## src/verilog/spimp_pkg.sv

```systemverilog
// Purpose: shared constants and carriers for the serial memory pin interface
// Assumes: one system clock, link pins sampled through two flip-flops
// Notes: address layout is 4-Kbyte sectors of eight 512-byte pages
package spimp_pkg;

	// ==========================================================
	// memory organisation
	localparam int ADDR_BITS = 24;
	localparam logic [23:0] SECTOR_BYTES = 24'h001000;
	localparam logic [23:0] PAGE_BYTES = 24'h000200;
	localparam int SECTOR_LSB = 12;
	localparam int PAGE_LSB = 9;
	localparam int PAGES_PER_SECTOR = 8;

	// ==========================================================
	// framing
	localparam int BYTE_BITS = 8;
	localparam logic [3:0] BYTE_BITS_4 = 4'h8;
	localparam logic [2:0] ADDR_LAST_BYTE = 3'h3;
	localparam logic [2:0] QUAD_LANE_BYTE = 3'h4;
	localparam int SYNC_STAGES = 2;

	// ==========================================================
	// types
	typedef enum logic [2:0] {
		MODE_SINGLE = 3'b001,
		MODE_DUAL = 3'b010,
		MODE_QUAD = 3'b100
	} spimp_mode_type;

	typedef enum logic [2:0] {
		ST_WAIT_ARM = 3'b001,
		ST_IDLE = 3'b010,
		ST_ACTIVE = 3'b100
	} spimp_state_type;

	typedef struct packed {
		logic [7:0] data;
		logic [2:0] index;
	} spimp_rx_type;

	typedef struct packed {
		logic [ADDR_BITS-SECTOR_LSB-1:0] sector;
		logic [SECTOR_LSB-PAGE_LSB-1:0] page;
		logic [PAGE_LSB-1:0] offset;
	} spimp_addr_type;

endpackage : spimp_pkg

```

## src/verilog/spimp_pin_if.sv

```systemverilog
// Contract
// - 4K sectors, eight 512-byte pages each
// - lane1 changes on serial clock falling edge
// - lane1 keeps driving in dual/quad reads
// - lane1 high impedance while deselected
// - input lane sampled on rising edge
// - input lane becomes output in dual/quad
// - input lane undriven while deselected
// - all bytes shifted most significant first
// - arm on select fall, end on rise
// - quad lanes 2,3 output after address
//
// Purpose: pin-level shift engine of a serial page memory
// Assumes: link clock is far slower than clk_sys (8+ cycles per half period)
// Notes: command decoding sits upstream and steers lane_mode and out_en
`timescale 1ns/100ps
module spimp_pin_if
	import spimp_pkg::*;
(
	// clock and reset
	input wire logic clk_sys,
	input wire logic reset,
	// link clock and select
	input wire logic sclk_pin,
	input wire logic select_n_pin,
	// lane 0, input in single mode
	input wire logic serial_in_lane0_i,
	output logic serial_in_lane0_o,
	output logic serial_in_lane0_oe_n,
	// lane 1, output only
	output logic serial_out_lane1_o,
	output logic serial_out_lane1_oe_n,
	// lanes 2 and 3, write-protect and pause levels when not outputs
	input wire logic data_lane_two_i,
	output logic data_lane_two_o,
	output logic data_lane_two_oe_n,
	input wire logic data_lane_three_i,
	output logic data_lane_three_o,
	output logic data_lane_three_oe_n,
	// frame status
	output logic frame_active,
	output logic frame_start,
	output logic frame_end,
	// received bytes
	output spimp_rx_type rx_word,
	output logic rx_valid,
	output spimp_addr_type rx_addr,
	output logic rx_addr_valid,
	// transmit side
	input wire spimp_mode_type lane_mode,
	input wire logic out_en,
	input wire logic [7:0] tx_data,
	output logic tx_ready,
	// sampled control pins
	output logic protect_level,
	output logic pause_level
);

	// ==========================================================
	// pin synchronisers
	logic [4:0] pins_s;
	logic sclk_s;
	logic sel_n_s;
	logic din_s;

	spimp_sync #(
		.WIDTH(5)
	) u_sync (
		.clk_sys(clk_sys),
		.reset(reset),
		.async_in({sclk_pin, select_n_pin, serial_in_lane0_i, data_lane_two_i,
			data_lane_three_i}),
		.sync_out(pins_s)
	);

	assign sclk_s = pins_s[4];
	assign sel_n_s = pins_s[3];
	assign din_s = pins_s[2];
	assign protect_level = pins_s[1];
	assign pause_level = pins_s[0];

	// ==========================================================
	// edge detection
	logic sclk_prev_q;
	logic sel_prev_q;
	logic clk_rise;
	logic clk_fall;
	logic sel_fall;
	logic sel_rise;

	always_ff @(posedge clk_sys) begin
		if (reset) begin
			sclk_prev_q <= 1'b0;
			sel_prev_q <= 1'b0;
		end else begin
			sclk_prev_q <= sclk_s;
			sel_prev_q <= sel_n_s;
		end
	end

	assign clk_rise = sclk_s & ~sclk_prev_q;
	assign clk_fall = ~sclk_s & sclk_prev_q;
	assign sel_fall = sel_prev_q & ~sel_n_s;
	assign sel_rise = ~sel_prev_q & sel_n_s;

	// ==========================================================
	// frame state
	spimp_state_type state_q;
	spimp_state_type state_d;
	logic start_d;
	logic start_q;
	logic end_d;
	logic end_q;
	logic active;

	always_comb begin
		state_d = state_q;
		start_d = 1'b0;
		end_d = 1'b0;
		unique case (state_q)
			ST_WAIT_ARM, ST_IDLE: begin
				if (sel_fall) begin
					state_d = ST_ACTIVE;
					start_d = 1'b1;
				end
			end
			ST_ACTIVE: begin
				if (sel_rise) begin
					state_d = ST_IDLE;
					end_d = 1'b1;
				end
			end
			default: state_d = ST_WAIT_ARM;
		endcase
	end

	always_ff @(posedge clk_sys) begin
		if (reset) begin
			state_q <= ST_WAIT_ARM;
			start_q <= 1'b0;
			end_q <= 1'b0;
		end else begin
			state_q <= state_d;
			start_q <= start_d;
			end_q <= end_d;
		end
	end

	// a level-low select seen at reset release is not a frame
	assign active = (state_q == ST_ACTIVE) && !sel_n_s;
	assign frame_active = (state_q == ST_ACTIVE);
	assign frame_start = start_q;
	assign frame_end = end_q;

	// ==========================================================
	// receive shifter
	logic [7:0] rx_sh_q;
	logic [7:0] rx_sh_d;
	logic [2:0] rx_bit_q;
	logic [2:0] rx_bit_d;
	logic [2:0] byte_cnt_q;
	logic [2:0] byte_cnt_d;
	logic [23:0] addr_sh_q;
	logic [23:0] addr_sh_d;
	spimp_rx_type rx_word_q;
	spimp_rx_type rx_word_d;
	logic rx_valid_q;
	logic rx_valid_d;
	logic addr_valid_q;
	logic addr_valid_d;
	logic lane0_drive;

	always_comb begin
		rx_sh_d = rx_sh_q;
		rx_bit_d = rx_bit_q;
		byte_cnt_d = byte_cnt_q;
		addr_sh_d = addr_sh_q;
		rx_word_d = rx_word_q;
		rx_valid_d = 1'b0;
		addr_valid_d = 1'b0;
		if (!active) begin
			rx_bit_d = 3'h0;
			byte_cnt_d = 3'h0;
		end else if (clk_rise && !lane0_drive) begin
			rx_sh_d = {rx_sh_q[6:0], din_s};
			rx_bit_d = rx_bit_q + 3'h1;
			if (rx_bit_q == 3'h7) begin
				rx_valid_d = 1'b1;
				rx_word_d.data = rx_sh_d;
				rx_word_d.index = byte_cnt_q;
				if (byte_cnt_q != QUAD_LANE_BYTE) begin
					byte_cnt_d = byte_cnt_q + 3'h1;
				end
				if (byte_cnt_q != 3'h0 && byte_cnt_q <= ADDR_LAST_BYTE) begin
					addr_sh_d = {addr_sh_q[15:0], rx_sh_d};
					addr_valid_d = (byte_cnt_q == ADDR_LAST_BYTE);
				end
			end
		end
	end

	always_ff @(posedge clk_sys) begin
		if (reset) begin
			rx_sh_q <= 8'h00;
			rx_bit_q <= 3'h0;
			byte_cnt_q <= 3'h0;
			addr_sh_q <= 24'h000000;
			rx_word_q <= '0;
			rx_valid_q <= 1'b0;
			addr_valid_q <= 1'b0;
		end else begin
			rx_sh_q <= rx_sh_d;
			rx_bit_q <= rx_bit_d;
			byte_cnt_q <= byte_cnt_d;
			addr_sh_q <= addr_sh_d;
			rx_word_q <= rx_word_d;
			rx_valid_q <= rx_valid_d;
			addr_valid_q <= addr_valid_d;
		end
	end

	assign rx_word = rx_word_q;
	assign rx_valid = rx_valid_q;
	assign rx_addr_valid = addr_valid_q;

	assign rx_addr.sector = addr_sh_q[ADDR_BITS-1:SECTOR_LSB];
	assign rx_addr.page = addr_sh_q[SECTOR_LSB-1:PAGE_LSB];
	assign rx_addr.offset = addr_sh_q[PAGE_LSB-1:0];

	// ==========================================================
	// transmit shifter
	logic [7:0] tx_sh_q;
	logic [7:0] tx_sh_d;
	logic [3:0] tx_left_q;
	logic [3:0] tx_left_d;
	logic [3:0] lane_q;
	logic [3:0] lane_d;
	logic [3:0] drive_q;
	logic [3:0] drive_d;
	logic [7:0] word;
	logic [3:0] step;
	logic quad_ok;

	assign quad_ok = (lane_mode == MODE_QUAD) && (byte_cnt_q == QUAD_LANE_BYTE);
	assign tx_ready = active && out_en && clk_fall && (tx_left_q == 4'h0);
	assign lane0_drive = drive_q[0];

	always_comb begin
		tx_sh_d = tx_sh_q;
		tx_left_d = tx_left_q;
		lane_d = lane_q;
		drive_d = 4'h0;
		word = (tx_left_q == 4'h0) ? tx_data : tx_sh_q;
		unique case (lane_mode)
			MODE_DUAL: step = 4'h2;
			MODE_QUAD: step = 4'h4;
			default: step = 4'h1;
		endcase
		if (!active) begin
			tx_left_d = 4'h0;
		end else begin
			drive_d[1] = 1'b1;
			drive_d[0] = out_en && (lane_mode != MODE_SINGLE);
			drive_d[3:2] = {2{out_en && quad_ok}};
			if (out_en && clk_fall) begin
				unique case (lane_mode)
					MODE_DUAL: lane_d = {2'b00, word[7], word[6]};
					MODE_QUAD: lane_d = word[7:4];
					default: lane_d = {2'b00, word[7], 1'b0};
				endcase
				tx_sh_d = word << step;
				tx_left_d = ((tx_left_q == 4'h0) ? BYTE_BITS_4 : tx_left_q) - step;
			end else if (!out_en) begin
				tx_left_d = 4'h0;
			end
		end
	end

	always_ff @(posedge clk_sys) begin
		if (reset) begin
			tx_sh_q <= 8'h00;
			tx_left_q <= 4'h0;
			lane_q <= 4'h0;
			drive_q <= 4'h0;
		end else begin
			tx_sh_q <= tx_sh_d;
			tx_left_q <= tx_left_d;
			lane_q <= lane_d;
			drive_q <= drive_d;
		end
	end

	// ==========================================================
	// pin drivers, enables low while driving
	assign serial_in_lane0_o = lane_q[0];
	assign serial_out_lane1_o = lane_q[1];
	assign data_lane_two_o = lane_q[2];
	assign data_lane_three_o = lane_q[3];
	assign serial_in_lane0_oe_n = ~drive_q[0];
	assign serial_out_lane1_oe_n = ~drive_q[1];
	assign data_lane_two_oe_n = ~drive_q[2];
	assign data_lane_three_oe_n = ~drive_q[3];

endmodule : spimp_pin_if

```

## src/verilog/spimp_sync.sv

```systemverilog
// Purpose: two-stage level synchroniser for link pins
// Assumes: inputs are asynchronous to clk_sys
// Notes: the first stage feeds only the second
`timescale 1ns/100ps
module spimp_sync #(
	parameter int WIDTH = 1
) (
	// clock and reset
	input wire logic clk_sys,
	input wire logic reset,
	// levels
	input wire logic [WIDTH-1:0] async_in,
	output logic [WIDTH-1:0] sync_out
);

	logic [WIDTH-1:0] meta_q;
	logic [WIDTH-1:0] sync_q;

	always_ff @(posedge clk_sys) begin
		if (reset) begin
			meta_q <= '0;
			sync_q <= '0;
		end else begin
			meta_q <= async_in;
			sync_q <= meta_q;
		end
	end

	assign sync_out = sync_q;

endmodule : spimp_sync

```

## config.mk

```make
export PLATFORM = sky130hd
export DESIGN_NAME = spimp_pin_if
export DESIGN_NICKNAME = d
export VERILOG_FILES = /design/src/verilog/spimp_pkg.sv /design/src/verilog/spimp_pin_if.sv /design/src/verilog/spimp_sync.sv
export SDC_FILE = /design/constraint.sdc
export NUM_CORES = 1
export LEC_CHECK = 0
export BUFFER_PORTS_ARGS = -buffer_cell sky130_fd_sc_hd__clkbuf_2
export CORE_UTILIZATION = 54
export CTS_CLUSTER_DIAMETER = 100
export DETAILED_ROUTE_END_ITERATION = 16
export GPL_TIMING_DRIVEN = 0
export PLACE_DENSITY = 0.86
export SLEW_MARGIN = 20
export SYNTH_ARGS = -nofsm -noshare
export SYNTH_HDL_FRONTEND = slang
export SYNTH_HIERARCHICAL = 1
export SYNTH_SLANG_ARGS = --single-unit
```

## constraint.sdc

```tcl
create_clock -name clk_sys -period 2.6 [get_ports clk_sys]
set_input_delay 0.39 -clock clk_sys [delete_from_list [all_inputs] [get_ports clk_sys]]
set_output_delay 0.39 -clock clk_sys [all_outputs]
set_load 0.05 [all_outputs]
```

==> metrics.cfg <==
[cts]
path_clk_slew_ns = 0.09
cts_sinks = 86
root_buffer = clkbuf_8
numCtsBuffers = 9
cts.path.max_buffers = 2
cts_tree = yes
h-tree-depth = 3
holdBufCountCts = 0
insertion_delay_ns = 0.37
cts_setup_buffers = 0
cts_resized = 0

[sta]
drv_slew = 0
fin_skew_ns = 0.0133
fmax_mhz = 411
fin_tns_setup_ns = 0
finalSetupViolCount = 0
slew_headroom = 0.583
period_share = 0.935
hold_viol_final = 0
period_needed_ns = 2.43
rsz0062_at_grt = false
worst_slew_pin_slew_ns = 0.622

[outcome]
status = finished, final reports clean

[worst_setup_path]
crit_type = reg2out
cp-end-kind = output pin
startpoint_type = flop
slowest_stage = nor4b_4
critPathMaxFanout = 10
timing.critical_path.slowest_cell_delay_ns = 0.44
path_depth = 5
r2r_cells = 7
cp_data_arrival_time_ns = 2.04
crit_required_ns = 2.21
path_cells = nor4b_4 > and3_1 > buf_2 > and2_1 > clkbuf_2
path_buf_inv = 2
critical-path-top-delay-family = simple AND/OR/NAND/NOR gates

[global_route]
grt_pass1_wl_um = 11600
grt_max_degree = 19
antenna_found_initial = 0
track_usage = 0.224
grt_pass1_vias = 2567
grt_remaining_overflow = 0

[layout]
final_cell_mix = 86 x dfxtp_1, 69 x clkbuf_2, 50 x nor2_1
regArea_um2 = 1720
syn_to_final_growth_pct = 18.2
multiInputGateArea_um2 = 1650
nFillCells = 473
layout-drive-gt1-share = 0.257
n_antenna_cell = 0
final_common_cell = dfxtp_1
layout.nets = 459

[floorplanning]
num_rows = 28
start_util = 0.575
ios = 70
die_width_um = 82.6
die_area_um2 = 6820
core-area_um2 = 6100
die_height_um = 82.6

[placement]
hpwlAfterDp_um = 5140
portBuffers = 69
routabilityCongestion = 0.852

[yosys]
synth-compound-area-share = 0.0850
syn_area_um2 = 3500
ys_types = 53
ys_seq_area_frac = 0.491
ys_ff_latch = 86
synthMuxAreaShare = 0.153
synth-edff-count = 0
synth_top_family_by_area = simple AND/OR/NAND/NOR gates
yosys_warnings = 6
async_reset_ff_frac = 0
syn_avg_cell_area_um2 = 9.98
syn_nets = 379
yosys.area_share.adder = 0.0343
syn_inst = 351
synth-simple-area-share = 0.187
synth_xor_area_frac = 0.0100
synth_top_flop_cell = dfxtp_1

[power_and_ir_drop]
p_leak_nw = 1.98
p_switching_mw = 0.607
switching_share = 0.258
combPwrFrac = 0.043
p_int_mw = 1.75
finalPower_mw = 2.35
seq_power_share = 0.565
max-vdd-ir-drop_uv = 360
p_per_area_nw_per_um2 = 568
p_clk_frac = 0.393

[route]
vias = 2743
wl_per_cell_um = 13.7
totalWireLength_um = 6990
drtPass1Iterations = 4
viasPerCell = 5.37
drc = 0
drtIter0Drc = 90
ant_nets = 0

[worst_hold_path]
hp-class = in2reg
hold_depth = 2

[run]
cap_violations = 0

## cell type report
type,count,area share
Sequential cell,86,0.415
Multi-Input combinational cell,234,0.397
Timing Repair Buffer,69,0.0833
Clock buffer,9,0.0299
Tap cell,75,0.0226
Buffer,18,0.0211
Clock inverter,7,0.0184
Inverter,13,0.0118
## sequential cells by signal, summed over array words and instances (netlist names)
signal / flops
rx_addr: 24
rx_word: 11
tx_sh_q: 8
rx_sh_q: 7
u_sync/meta_q: 5
u_sync/sync_out: 5
lane_q: 4
tx_left_q: 4
byte_cnt_q: 3
drive_q: 3
rx_bit_q: 3
state_q: 3
frame_end: 1
frame_start: 1
rx_addr_valid: 1
rx_valid: 1
sclk_prev_q: 1
sel_prev_q: 1
## worst paths after layout
check | start | endpoint | slack (ns)
min reg2reg | u_sync/meta_q[3]$_SDFF_PP0_ | u_sync/sync_out[3]$_SDFF_PP0_ | 0.45
min | serial_in_lane0_i | u_sync/meta_q[2]$_SDFF_PP0_ | 0.23
max | state_q[0]$_SDFFE_PP1P_ | tx_ready | 0.17
max reg2reg | rx_bit_q[0]$_SDFFE_PP0N_ | rx_addr[7]$_SDFFE_PP0P_ | 0.62
## cells by family (layout without fill, tap and decap cells)
family	after synthesis	after routing
compound gates	42	42
xor+xnor	4	4
fa+ha+maj	9	9
buf+inv	31	116
flops	86	86
mux	50	50
simple gates	129	129
## cell usage after synthesis (2+ instances only)
| cell type | number | share of area |
|---|---|---|
| inv_1 | 12 | 0.013 |
| clkbuf_1 | 10 | 0.011 |
| nor3b_1 | 3 | 0.0064 |
| a21o_1 | 2 | 0.0043 |
| nand2_1 | 23 | 0.025 |
| and3_1 | 5 | 0.0089 |
| dfxtp_1 | 86 | 0.49 |
| buf_2 | 4 | 0.0057 |
| mux2i_1 | 42 | 0.12 |
| nor2_1 | 50 | 0.054 |
| nor3_1 | 6 | 0.0086 |
| ha_1 | 8 | 0.029 |
| mux2_2 | 5 | 0.016 |
| buf_4 | 2 | 0.0043 |
| nand3_1 | 12 | 0.017 |
| o21ai_0 | 5 | 0.0071 |
| nand2b_1 | 4 | 0.0071 |
| a211oi_1 | 2 | 0.0043 |
| nor2b_1 | 16 | 0.029 |
| xnor2_1 | 3 | 0.0075 |
| a21oi_1 | 18 | 0.026 |
| mux4_2 | 2 | 0.013 |
## metrics by stage
| stage | area, µm² | instances | utilization | hold WS, ns | setup slack, ns |
|---|---|---|---|---|---|
| 2_1_floorplan | 3500 | 351 | - | 0.414 | 0.470 |
| 3_3_place_gp | 3940 | 495 | 0.647 | 0.419 | 0.0671 |
| 3_5_place_dp | 3940 | 495 | 0.647 | 0.432 | -0.00111 |
| 4_1_cts | 4140 | 511 | 0.680 | 0.229 | 0.170 |
| 5_1_grt | 4140 | 511 | 0.680 | 0.237 | 0.0737 |
| 6_report | 4140 | 511 | 0.680 | 0.234 | 0.169 |
## power groups by stage
stage	registers [mW]	clock network (mW)	logic, mW
3_5_place_dp	1.36	0	0.0996
3_3_place_gp	1.36	0	0.0962
2_1_floorplan	1.36	0	0.0593
4_1_cts	1.33	0.936	0.100
5_1_grt	1.33	1.00	0.110
6_report	1.33	0.924	0.100
## worst register-to-register path, cell delays in order, from the launching register on
cell and delay, ns:
dfxtp_1 0.34, ha_1 0.20, ha_1 0.20, and4bb_2 0.26, o2111ai_2 0.19, buf_2 0.39
mux2i_1 0.24, nor2_1 0.05
## layer usage
metal	track usage	wire length [µm]
met2	0.367	3340
met1	0.284	3200
met5	0	0
met3	0.0560	379
met4	0.0845	74
Note: power is estimated with default switching activity, not from simulation.
